**src/design/serctl_pkg.sv**
```systemverilog
// Constants and carrier types for the serializer control configuration registers
// Notes on behaviour
// - Mode bit 7 picks undriven-input fallback: 0 high, 1 low; resets to 1.
// - Mode bit 5 holds CRC error counters cleared while 1; software clears it.
// - Mode bit 4 set gates RGB data with display enable; clear passes it.
// - Bus control bits 4:3 set clock-to-data delay 240 to 360ns, 40ns steps.
// - Bus control bit 2 set rejects register writes from the far side.
// - That blocking leaves remote access to local-side bus slaves untouched.
// - Bus control bit 1 picks watchdog timeout: 0 about 1s, 1 about 50us.
// - Bus control bit 0 set disables the bus watchdog; 0 enables it.
// - Data line high and idle for the timeout means the bus is free.
// - Data line low and idle until timeout: drive nine clock pulses.
// - Remote receiver bits 7:1 hold its bus address; 0 disables access.
// - After receive lock the address loads from the control channel.
// - Remote receiver bit 0 set freezes the address against auto load.
// - Per-port address and freeze bit use port two copy when selected.
// - CRC error count reads at 0x0A low byte and 0x0B high byte.
package serctl_pkg;

  localparam logic [7:0] MODE_SELECT_OFFSET   = 8'h04;
  localparam logic [7:0] BUS_CONTROL_OFFSET   = 8'h05;
  localparam logic [7:0] REMOTE_RX_OFFSET     = 8'h06;
  localparam logic [7:0] CRC_COUNT_LO_OFFSET  = 8'h0A;
  localparam logic [7:0] CRC_COUNT_HI_OFFSET  = 8'h0B;

  localparam logic [7:0] MODE_SELECT_RESET    = 8'h80;
  localparam logic [7:0] MODE_SELECT_MASK     = 8'hB0;
  localparam logic [7:0] BUS_CONTROL_RESET    = 8'h00;
  localparam logic [7:0] BUS_CONTROL_MASK     = 8'h1F;
  localparam logic [7:0] REMOTE_RX_RESET      = 8'h00;

  localparam int FAILSAFE_LOW_BIT   = 7;
  localparam int CRC_CLEAR_BIT      = 5;
  localparam int RGB_GATE_BIT       = 4;
  localparam int SDA_DELAY_HI_BIT   = 4;
  localparam int SDA_DELAY_LO_BIT   = 3;
  localparam int LOCAL_WR_DIS_BIT   = 2;
  localparam int WDOG_SPEEDUP_BIT   = 1;
  localparam int WDOG_DISABLE_BIT   = 0;

  localparam int CLK_PERIOD_NS      = 100;
  localparam int SDA_DELAY_BASE_NS  = 240;
  localparam int SDA_DELAY_STEP_NS  = 40;
  localparam int WDOG_LONG_NS       = 1000000000;
  localparam int WDOG_SHORT_NS      = 50000;
  localparam int CLEAR_HALF_NS      = 5000;
  localparam int WDOG_LONG_CYCLES   = WDOG_LONG_NS / CLK_PERIOD_NS;
  localparam int WDOG_SHORT_CYCLES  = WDOG_SHORT_NS / CLK_PERIOD_NS;
  localparam int CLEAR_HALF_CYCLES  = (CLEAR_HALF_NS + CLK_PERIOD_NS - 1) / CLK_PERIOD_NS;
  localparam int CLEAR_PULSES       = 9;

  typedef struct packed {
    logic       wr;
    logic       rd;
    logic       remote;
    logic [7:0] addr;
    logic [7:0] wdata;
  } reg_req_s;

  typedef struct packed {
    logic [6:0] addr;
    logic       lock;
  } remote_id_s;

endpackage

```
**src/design/bus_watchdog.sv**
```systemverilog
// Control bus watchdog: bus-free detection and nine-pulse bus clear
`timescale 1ns/100ps
module bus_watchdog #(
  parameter int unsigned LONG_CYCLES  = serctl_pkg::WDOG_LONG_CYCLES,
  parameter int unsigned SHORT_CYCLES = serctl_pkg::WDOG_SHORT_CYCLES,
  parameter int unsigned HALF_CYCLES  = serctl_pkg::CLEAR_HALF_CYCLES,
  parameter int          CNT_W        = 24
) (
  input  wire logic i_clock,
  input  wire logic i_rst_n,
  input  wire logic i_disable,
  input  wire logic i_speedup,
  input  wire logic i_scl_in,
  input  wire logic i_sda_in,
  output logic      o_scl_out,
  output logic      o_scl_oe_n,
  output logic      o_bus_free,
  output logic      o_bus_clearing
);
  import serctl_pkg::*;

  typedef enum logic [3:0] {
    WATCH  = 4'b0001,
    FREE   = 4'b0010,
    CLR_LO = 4'b0100,
    CLR_HI = 4'b1000
  } wd_state_e;

  wd_state_e        state_r;
  logic [CNT_W-1:0] idle_cnt_r;
  logic [CNT_W-1:0] limit;
  logic [7:0]       half_cnt_r;
  logic [3:0]       pulse_cnt_r;
  logic             scl_prev_r;
  logic             sda_prev_r;
  logic             activity;
  logic             expired;
  logic             half_tick;

  assign limit     = i_speedup ? CNT_W'(SHORT_CYCLES - 1) : CNT_W'(LONG_CYCLES - 1);
  assign activity  = (i_scl_in != scl_prev_r) || (i_sda_in != sda_prev_r);
  assign expired   = !activity && idle_cnt_r >= limit;
  assign half_tick = half_cnt_r == 8'(HALF_CYCLES - 1);

  always_ff @(posedge i_clock) begin
    if (!i_rst_n) begin
      scl_prev_r <= 1'b1;
      sda_prev_r <= 1'b1;
    end else begin
      scl_prev_r <= i_scl_in;
      sda_prev_r <= i_sda_in;
    end
  end

  always_ff @(posedge i_clock) begin
    if (!i_rst_n || i_disable || state_r != WATCH || activity) begin
      idle_cnt_r <= '0;
    end else if (!expired) begin
      idle_cnt_r <= idle_cnt_r + 1'b1;
    end
  end

  // Clear-pulse rate divider
  always_ff @(posedge i_clock) begin
    if (!i_rst_n || !(state_r == CLR_LO || state_r == CLR_HI) || half_tick) begin
      half_cnt_r <= '0;
    end else begin
      half_cnt_r <= half_cnt_r + 1'b1;
    end
  end

  always_ff @(posedge i_clock) begin
    if (!i_rst_n || i_disable) begin
      state_r     <= WATCH;
      pulse_cnt_r <= '0;
    end else begin
      unique case (state_r)
        WATCH: begin
          pulse_cnt_r <= '0;
          if (expired) begin
            state_r <= i_sda_in ? FREE : CLR_LO;
          end
        end
        FREE: begin
          if (activity) begin
            state_r <= WATCH;
          end
        end
        CLR_LO: begin
          if (half_tick) begin
            state_r     <= CLR_HI;
            pulse_cnt_r <= pulse_cnt_r + 1'b1;
          end
        end
        CLR_HI: begin
          if (half_tick) begin
            state_r <= (pulse_cnt_r == 4'(CLEAR_PULSES)) ? WATCH : CLR_LO;
          end
        end
        default: state_r <= WATCH;
      endcase
    end
  end

  always_ff @(posedge i_clock) begin
    if (!i_rst_n) begin
      o_scl_out      <= 1'b0;
      o_scl_oe_n     <= 1'b1;
      o_bus_free     <= 1'b0;
      o_bus_clearing <= 1'b0;
    end else begin
      o_scl_out      <= 1'b0;
      o_scl_oe_n     <= !(state_r == CLR_LO);
      o_bus_free     <= state_r == FREE;
      o_bus_clearing <= state_r == CLR_LO || state_r == CLR_HI;
    end
  end
endmodule

```
**src/design/crc_error_counter.sv**
```systemverilog
// Saturating back-channel CRC error counter with a hold-clear input
`timescale 1ns/100ps
module crc_error_counter #(
  parameter int CNT_W = 16
) (
  input  wire logic             i_clock,
  input  wire logic             i_rst_n,
  input  wire logic             i_clear,
  input  wire logic             i_error,
  output logic      [CNT_W-1:0] o_count
);

  always_ff @(posedge i_clock) begin
    if (!i_rst_n) begin
      o_count <= '0;
    end else if (i_clear) begin
      o_count <= '0;
    end else if (i_error && o_count != '1) begin
      o_count <= o_count + 1'b1;
    end
  end

endmodule

```
**src/design/serializer_control_config_regs.sv**
```systemverilog
// Serializer control configuration registers with watchdog and CRC counters
`timescale 1ns/100ps
module serializer_control_config_regs #(
  parameter int unsigned WDOG_LONG_CYCLES  = serctl_pkg::WDOG_LONG_CYCLES,
  parameter int unsigned WDOG_SHORT_CYCLES = serctl_pkg::WDOG_SHORT_CYCLES,
  parameter int unsigned CLEAR_HALF_CYCLES = serctl_pkg::CLEAR_HALF_CYCLES,
  parameter int          WDOG_CNT_W        = 24,
  parameter int          CRC_CNT_W         = 16,
  parameter int          RGB_W             = 24
) (
  input  wire logic                  i_clock,
  input  wire logic                  i_rst_n,
  input  wire serctl_pkg::reg_req_s  i_reg_req,
  output logic      [7:0]            o_reg_rdata,
  output logic                       o_reg_rd_valid,
  output logic                       o_write_rejected,
  input  wire logic                  i_second_port_select,
  input  wire logic [1:0]            i_crc_error,
  input  wire logic [1:0]            i_rx_lock,
  input  wire logic [1:0]            i_remote_addr_load,
  input  wire logic [6:0]            i_remote_addr_value,
  input  wire logic [RGB_W-1:0]      i_rgb_data,
  input  wire logic                  i_display_enable_strobe,
  output logic      [RGB_W-1:0]      o_rgb_data,
  output logic                       o_failsafe_low,
  output logic      [2:0]            o_sda_delay_cycles,
  input  wire logic                  i_scl_in,
  input  wire logic                  i_sda_in,
  output logic                       o_scl_out,
  output logic                       o_scl_oe_n,
  output logic                       o_bus_free,
  output logic                       o_bus_clearing,
  output logic      [6:0]            o_remote_addr_p0,
  output logic      [6:0]            o_remote_addr_p1,
  output logic      [1:0]            o_remote_access_en
);
  import serctl_pkg::*;

  logic [7:0]           mode_r;
  logic [7:0]           ctrl_r;
  remote_id_s           id_r [0:1];
  logic [CRC_CNT_W-1:0] crc_count [0:1];
  logic                 local_addr;
  logic                 blocked;
  logic                 wr_ok;
  logic                 sel;
  remote_id_s           id_sel;
  logic [CRC_CNT_W-1:0] crc_sel;
  logic [7:0]           rdata_nxt;
  logic                 rd_hit;

  assign sel     = i_second_port_select;
  assign id_sel  = sel ? id_r[1] : id_r[0];
  assign crc_sel = sel ? crc_count[1] : crc_count[0];

  assign local_addr = i_reg_req.addr == MODE_SELECT_OFFSET
                   || i_reg_req.addr == BUS_CONTROL_OFFSET
                   || i_reg_req.addr == REMOTE_RX_OFFSET;
  // Only register writes are gated; remote slave traffic never passes here
  assign blocked = i_reg_req.remote && ctrl_r[LOCAL_WR_DIS_BIT];
  assign wr_ok   = i_reg_req.wr && local_addr && !blocked;

  // Mode select register
  always_ff @(posedge i_clock) begin
    if (!i_rst_n) begin
      mode_r <= MODE_SELECT_RESET;
    end else if (wr_ok && i_reg_req.addr == MODE_SELECT_OFFSET) begin
      mode_r <= i_reg_req.wdata & MODE_SELECT_MASK;
    end
  end

  // Bus control register
  always_ff @(posedge i_clock) begin
    if (!i_rst_n) begin
      ctrl_r <= BUS_CONTROL_RESET;
    end else if (wr_ok && i_reg_req.addr == BUS_CONTROL_OFFSET) begin
      ctrl_r <= i_reg_req.wdata & BUS_CONTROL_MASK;
    end
  end

  // Remote receiver address, one copy per port
  always_ff @(posedge i_clock) begin
    for (int p = 0; p < 2; p++) begin
      if (!i_rst_n) begin
        id_r[p] <= remote_id_s'(REMOTE_RX_RESET);
      end else if (wr_ok && i_reg_req.addr == REMOTE_RX_OFFSET && sel == 1'(p)) begin
        id_r[p] <= remote_id_s'(i_reg_req.wdata);
      end else if (i_remote_addr_load[p] && i_rx_lock[p] && !id_r[p].lock) begin
        id_r[p].addr <= i_remote_addr_value;
      end
    end
  end

  always_ff @(posedge i_clock) begin
    if (!i_rst_n) begin
      o_remote_addr_p0   <= '0;
      o_remote_addr_p1   <= '0;
      o_remote_access_en <= '0;
    end else begin
      o_remote_addr_p0   <= id_r[0].addr;
      o_remote_addr_p1   <= id_r[1].addr;
      o_remote_access_en <= {id_r[1].addr != '0, id_r[0].addr != '0};
    end
  end

  always_ff @(posedge i_clock) begin
    if (!i_rst_n) begin
      o_write_rejected <= 1'b0;
    end else begin
      o_write_rejected <= i_reg_req.wr && local_addr && blocked;
    end
  end

  // CRC error counters per port
  for (genvar g = 0; g < 2; g++) begin : g_crc
    crc_error_counter #(
      .CNT_W (CRC_CNT_W)
    ) u_count (
      .i_clock (i_clock),
      .i_rst_n (i_rst_n),
      .i_clear (mode_r[CRC_CLEAR_BIT]),
      .i_error (i_crc_error[g]),
      .o_count (crc_count[g])
    );
  end

  // Read decode
  always_comb begin
    rdata_nxt = 8'h00;
    rd_hit    = 1'b1;
    unique case (i_reg_req.addr)
      MODE_SELECT_OFFSET:  rdata_nxt = mode_r;
      BUS_CONTROL_OFFSET:  rdata_nxt = ctrl_r;
      REMOTE_RX_OFFSET:    rdata_nxt = id_sel;
      CRC_COUNT_LO_OFFSET: rdata_nxt = crc_sel[7:0];
      CRC_COUNT_HI_OFFSET: rdata_nxt = crc_sel[15:8];
      default:             rd_hit    = 1'b0;
    endcase
  end

  always_ff @(posedge i_clock) begin
    if (!i_rst_n) begin
      o_reg_rdata    <= 8'h00;
      o_reg_rd_valid <= 1'b0;
    end else begin
      o_reg_rd_valid <= i_reg_req.rd && rd_hit;
      if (i_reg_req.rd) begin
        o_reg_rdata <= rdata_nxt;
      end
    end
  end

  // Video path and pin-level configuration
  always_ff @(posedge i_clock) begin
    if (!i_rst_n) begin
      o_rgb_data <= '0;
    end else if (mode_r[RGB_GATE_BIT] && !i_display_enable_strobe) begin
      o_rgb_data <= '0;
    end else begin
      o_rgb_data <= i_rgb_data;
    end
  end

  always_ff @(posedge i_clock) begin
    if (!i_rst_n) begin
      o_failsafe_low     <= MODE_SELECT_RESET[FAILSAFE_LOW_BIT];
      o_sda_delay_cycles <= 3'((SDA_DELAY_BASE_NS + CLK_PERIOD_NS - 1) / CLK_PERIOD_NS);
    end else begin
      o_failsafe_low     <= mode_r[FAILSAFE_LOW_BIT];
      // Least delay rounds up to whole cycles
      o_sda_delay_cycles <= 3'((SDA_DELAY_BASE_NS
                             + int'(ctrl_r[SDA_DELAY_HI_BIT:SDA_DELAY_LO_BIT]) * SDA_DELAY_STEP_NS
                             + CLK_PERIOD_NS - 1) / CLK_PERIOD_NS);
    end
  end

  bus_watchdog #(
    .LONG_CYCLES  (WDOG_LONG_CYCLES),
    .SHORT_CYCLES (WDOG_SHORT_CYCLES),
    .HALF_CYCLES  (CLEAR_HALF_CYCLES),
    .CNT_W        (WDOG_CNT_W)
  ) u_watchdog (
    .i_clock        (i_clock),
    .i_rst_n        (i_rst_n),
    .i_disable      (ctrl_r[WDOG_DISABLE_BIT]),
    .i_speedup      (ctrl_r[WDOG_SPEEDUP_BIT]),
    .i_scl_in       (i_scl_in),
    .i_sda_in       (i_sda_in),
    .o_scl_out      (o_scl_out),
    .o_scl_oe_n     (o_scl_oe_n),
    .o_bus_free     (o_bus_free),
    .o_bus_clearing (o_bus_clearing)
  );
endmodule

```
**config.mk**
```make
export PLATFORM = sky130hd
export DESIGN_NAME = serializer_control_config_regs
export DESIGN_NICKNAME = d
export VERILOG_FILES = /design/src/design/serctl_pkg.sv /design/src/design/bus_watchdog.sv /design/src/design/crc_error_counter.sv /design/src/design/serializer_control_config_regs.sv
export SDC_FILE = /design/constraint.sdc
export NUM_CORES = 1
export LEC_CHECK = 0
export ABC_AREA = 1
export ABC_CLOCK_PERIOD_IN_PS = 3900
export BUFFER_PORTS_ARGS = -buffer_cell sky130_fd_sc_hd__buf_2
export CORE_UTILIZATION = 50
export CTS_CLUSTER_DIAMETER = 80
export DETAILED_ROUTE_END_ITERATION = 10
export GPL_TIMING_DRIVEN = 1
export PLACE_DENSITY_LB_ADDON = 0.25
export SLEW_MARGIN = 20
export SYNTH_ARGS = -nofsm -noshare
export SYNTH_HDL_FRONTEND = slang
export SYNTH_SLANG_ARGS = --single-unit
```
**constraint.sdc**
```tcl
create_clock -name i_clock -period 3.9 [get_ports i_clock]
set_input_delay 0.78 -clock i_clock [delete_from_list [all_inputs] [get_ports i_clock]]
set_output_delay 0.78 -clock i_clock [all_outputs]
set_load 0.01 [all_outputs]
```
; ---- After elaboration in Yosys (flattened, before gate mapping)
; Memories as Yosys holds them, arrays and structs flattened.
; Index checks and enable logic that the tools add are counted.
[classes]
n_addsub = 8
n_mul = 1
div = 1
order_cmp = 1
n_eq_ne = 20
muxes = 33
bitwise = 6
reduce_logical = 43
[op_table]
columns = op, n
row1 = 8-bit case mux with 5 select lines, 1
row2 = 16-bit by 1-bit adder with 16-bit output (second input constant), 2
row3 = 32-bit by 8-bit divider with 32-bit output (second input constant), 1
row4 = 16-bit != test (second input constant), 2
row5 = 24-bit by 1-bit adder with 24-bit output (second input constant), 1
row6 = 8-bit by 3-bit equality test with 1-bit output (second input constant), 3
row7 = 24-bit greater-or-equal comparator, 1
row8 = 24-bit 2-to-1 mux, 1
row9 = 8-bit 2-to-1 mux, 3
row10 = 4-bit 2-to-1 mux, 5
row11 = 1-bit logical AND, 18
row12 = 8-bit by 4-bit equality test with 1-bit output (second input constant), 2
row13 = 1-bit 2-to-1 mux, 16
row14 = 16-bit 2-to-1 mux, 1
row15 = 4-bit case mux with 4 select lines, 1
row16 = 7-bit 2-to-1 mux, 2
row17 = 7-bit nonzero test, 2
row18 = 10-bit by 1-bit subtractor with 11-bit output (second input constant), 1
row19 = 9-bit by 7-bit adder with 10-bit output (second input constant), 1
row20 = 8-bit by 8-bit adder with 9-bit output (first input constant), 1
row21 = 1-bit logical OR, 9
row22 = 8-bit by 1-bit adder with 8-bit output (second input constant), 1
row23 = 4-bit equality test (second input constant), 2
row24 = 8-bit by 6-bit equality test with 1-bit output (second input constant), 1
row25 = other kinds (18), 35
[totals]
regBits = 139
mem_bits_rw = 16
inputBits = 62
out_inout_bits = 58
memories = 1
[mem_list]
columns = memory, words, width, read_ports, rd_ports_with_merged_regs, wr, line
row1 = id_r, 2, 8, 2, 0, 2, serializer_control_config_regs.sv:41  ; remote_id_s id_r [0:1];

; ---- Logic depth before layout (Yosys ltp)
[logic_depth]
ltp_word = 12
mapped_depth = 16

; ---- Hierarchy
; Synthesis repeated with hierarchy kept, for this count alone.
[unflattened]
hier_cells = 1200
hier_area_um2 = 8186.6
[by_module_without_submodules]
columns = mod, n_inst, cells_each, area_per_inst_um2, seq_area_each_um2
row1 = serializer_control_config_regs, 1, 493, 3688.5, 1721.7
row2 = bus_watchdog, 1, 401, 2676.3, 900.9
row3 = crc_error_counter, 2, 153, 910.9, 320.3

; ---- Worst setup path after synthesis
; No wires, ideal clock.
[synth_path]
kind = input port to flip-flop
startpoint = input i_reg_req[11] in the netlist's numbering
endpoint = memory id_r[0][1] in the netlist's numbering (enable)
setup_ns = 0.381
arrival_ns = 1.935
path_slack_ns = 1.584
path_stages = 13
path_cell_list = inv_2 nand2_2 clkinv_1 nand2_1 nor2_4 nand2_2 a21oi_2 nand2_2 inv_4 nand2_4 nand2_2 inv_2 o21ai_0
[synth_rtl]
columns = element, line
row1 = start: declaration, serializer_control_config_regs.sv:13  ; input wire serctl_pkg::reg_req_s i_reg_req,
row2 = end: declaration, serializer_control_config_regs.sv:41

; ---- Final worst setup path
[layout_path]
startpoint = register ctrl_r[1]
endpoint = register u_watchdog.state_r[3]
[layout_via]
elab_chain_len = 5
[layout_rtl]
columns = element, line
row1 = start: declaration, serializer_control_config_regs.sv:40  ; logic [7:0] ctrl_r;
row2 = start signal: assignment, serializer_control_config_regs.sv:77  ; ctrl_r <= i_reg_req.wdata & BUS_CONTROL_MASK;
row3 = 24-bit 2-to-1 mux, bus_watchdog.sv:40  ; assign limit = i_speedup ? CNT_W'(SHORT_CYCLES - 1) : CNT_W'(LONG_CYCLES - 1);
row4 = 24-bit greater-or-equal comparator, bus_watchdog.sv:42  ; assign expired = !activity && idle_cnt_r >= limit;
row5 = 1-bit logical AND, bus_watchdog.sv:42
row6 = 2-bit by 1-bit != test with 1-bit output (no source line), --
row7 = 4-bit AND reduction (no source line), --
row8 = end signal: assignment, bus_watchdog.sv:81  ; state_r <= i_sda_in ? FREE : CLR_LO;
row9 = end signal: assignment, bus_watchdog.sv:97  ; state_r <= (pulse_cnt_r == 4'(CLEAR_PULSES)) ? WATCH : CLR_LO;
row10 = end: declaration, bus_watchdog.sv:29  ; wd_state_e state_r;
; Every way passes these cells.
; A chain may end at the register's enable or synchronous reset.

==> summary.txt <==
STA
  – Period utilization: 69.7%
  – Worst-Margin Slew: 1.00 ns
  – Final setup viols: 0
  – Max_slew headroom: 32.6%
  – Endpoints failing hold: 0
  – Crit path setup slack, layout: 1.18 ns
  – Slew Viols, Final: 0
  – Setup tns final: 0 ns
  – RSZ-0062 raised after global routing: no
  – FMAX: 368 MHz
  – Final min period: 2.72 ns
  – Worst clock skew: 0.00522 ns

Logic synthesis
  – Async S/R FF share, synth: 0%
  – Synthesized area: 7960 µm²
  – Synth Flop Type: dfxtp_1
  – Synth area leader: dfxtp_1
  – Post-synth cell types: 53
  – Synth Instances: 1106
  – Yosys Warn Count: 0
  – Sequential area share after synthesis: 41.0%
  – Syn avg cell area: 7.19 µm²
  – Syn_nets: 1195
  – Top cells by area, synth: dfxtp_1 (35%), nand2_1 (12%), inv_1 (6.8%)
  – Post-synth EDFFs: 16
  – Count of state elements after synthesis: 155
  – Top cell type's share of synthesized area: 35.0%

Die
  – Effective utilization at floorplan: 51.8%
  – Std cell rows: 45
  – IO Count: 120
  – Core Box Area: 15400 µm²
  – Die width: 128 µm
  – Die area: 16400 µm²
  – Die Ht: 128 µm

Detailed routing
  – DRC: 0
  – Initial drt markers: 556
  – Routed Antenna Nets: 0
  – Via density: 5.11
  – Routed WL: 18900 µm
  – Vias post-DR: 7372
  – DR WL/cell: 13.1 µm
  – Total iterations of the first detailed-routing run: 5

Placed design
  – DP Wirelength: 14200 µm
  – Placed cell count: 1412
  – Routability cong.: 0.913
  – IO buf count: 118
  – DP Worst Slack: 1.00 ns

Worst hold path
  – Worst Hold Class: flop to flop

Cells and area
  – Ant diodes: 0
  – Post-Layout Cell Count: 1444
  – Most frequent cells in the layout: nand2_1 (252), inv_1 (144), dfxtp_1 (139), nor2_1 (129), buf_2 (118)
  – Area growth from synthesis to layout: 16.6%
  – Commonest non-fill, non-tap cell in the layout: nand2_1
  – Layout Utilization: 60.4%
  – Layout cell share with drive strength beyond 1: 17.5%
  – Nets@finish: 1309

Clocking
  – # Post-CTS Setup Buffers: 0
  – H-tree depth reported by CTS: 4
  – CTS clock-pin slew for the worst setup and hold paths: 0.07 ns
  – Clock sink count: 155
  – CTS tree: done
  – CTS max path bufs: 2
  – Root buffer cell: clkbuf_16
  – CTS Hold Bufs: 0
  – Clock latency on the worst-skew pair: 0.42 ns
  – Resize count post-CTS: 0
  – Num CTS Buffers: 17

Critical path
  – Startpoint Class: flop
  – Critical Path AT: 3.04 ns
  – WP data required: 4.22 ns
  – Crit. End Element: flop
  – Worst-path fanout max: 41
  – Crit Path Category: flop to flop

GRT
  – GRT Overall Usage: 24.0%
  – Total gr overflow: 0
  – Largest net degree at the start of global routing: 45
  – Vias in the first global route: 6799
  – Initial antenna violation count: 0
  – First-pass GRT wire length: 31200 µm

Flow run
  – Max Cap Viol: 0

Pwr
  – Leakage dissipation: 4.16 nW
  – Worst vdd ir: 331 µV
  – Power Density: 404 nW/µm²

Outcome
  – Status: finished, final reports clean
-- path summary, 6_finish.rpt --
kind	from	endpoint	slack, ns	depth (start not counted)
setup / recovery	ctrl_r[1]	u_watchdog.state_r[3]	1.18	9
hold / removal	mode_r[7]	o_failsafe_low	0.45	2
setup reg to reg	ctrl_r[1]	u_watchdog.state_r[3]	1.18	9
hold reg to reg	mode_r[7]	o_failsafe_low	0.45	2
-- cell type report --
cell class | instances | area, µm²
fillers | 1436 | 6090
multi-input cells | 762 | 3930
flip-flops and latches | 155 | 3260
repair buffers | 122 | 621
inverters | 162 | 611
clock buffers | 18 | 450
well taps | 211 | 264
clock inverters | 14 | 135
-- state kept, by name, summed over array words and instances (netlist names), 2 cells and up --
signal                  flops
ctrl_r                      5
g_crc.u_count.o_count      32
id_r                       16
mode_r                      3
o_reg_rdata                 8
o_remote_access_en          2
o_remote_addr_p0            7
o_remote_addr_p1            7
o_rgb_data                 24
o_sda_delay_cycles          3
u_watchdog.half_cnt_r       8
u_watchdog.idle_cnt_r      24
u_watchdog.pulse_cnt_r      4
u_watchdog.state_r          4
-- power breakdown --
group / switching (mW) / leakage, nW / internal (mW)
clock network: 0.697 / 0.282 / 0.929
logic: 0.273 / 2.58 / 0.141
registers: 0.0397 / 1.30 / 1.67
total: 1.01 / 4.16 / 2.74
-- kinds of logic (layout without fill, tap and decap cells) --
group           Yosys count  in the layout  share of synthesized area [%]
simple gates            565            565                           33.0
buf+inv                 189            316                           9.53
flops                   155            155                           41.0
compound gates          154            154                           10.5
fa+ha+maj                27             27                           4.25
xor+xnor                 14             14                           1.54
other cells               1              1                         0.0471
mux                       1              1                          0.126
-- metal layers --
| metal | GRT usage, % | up-vias | wire, µm |
|---|---|---|---|
| met3 | 5.05 | 27 | 982 |
| li1 | - | 3795 | - |
| met5 | 0 | - | 0 |
| met1 | 30.4 | 3374 | 8430 |
| met4 | 7.27 | 0 | 328 |
| met2 | 40.9 | 176 | 9160 |
-- Yosys cell counts (all sizes together) (5+ instances only) --
master,number
dfxtp,139
nor3,36
nor4,10
a21oi,68
xor2,12
nand4,22
edfxtp,16
a211oi,6
nor3b,5
o21ai,69
inv,160
or2,5
clkbuf,12
nand3,75
nor2,141
nand2,269
ha,27
buf,15
-- metrics by stage --
stage / total power [mW] / hold slack, ns / cell area, µm²
global route: 3.92 / 0.463 / 9280
finish: 3.75 / 0.448 / 9280
CTS: 3.78 / 0.453 / 9280
global placement: 2.15 / 0.429 / 8690
detailed placement: 2.16 / 0.439 / 8690
floorplan: 2.03 / 0.400 / 7960
-- critical path: stages, from the launching register on --
cell and delay, ns:
dfxtp_1 0.63, ha_1 0.34, a21oi_1 0.15, o21ai_0 0.10, a21oi_1 0.15, nand3_1 0.11, nand2_2 0.55, nand2_1 0.31
a21oi_1 0.21, nor2_1 0.05
No activity file was read; power rests on OpenSTA's default activity.
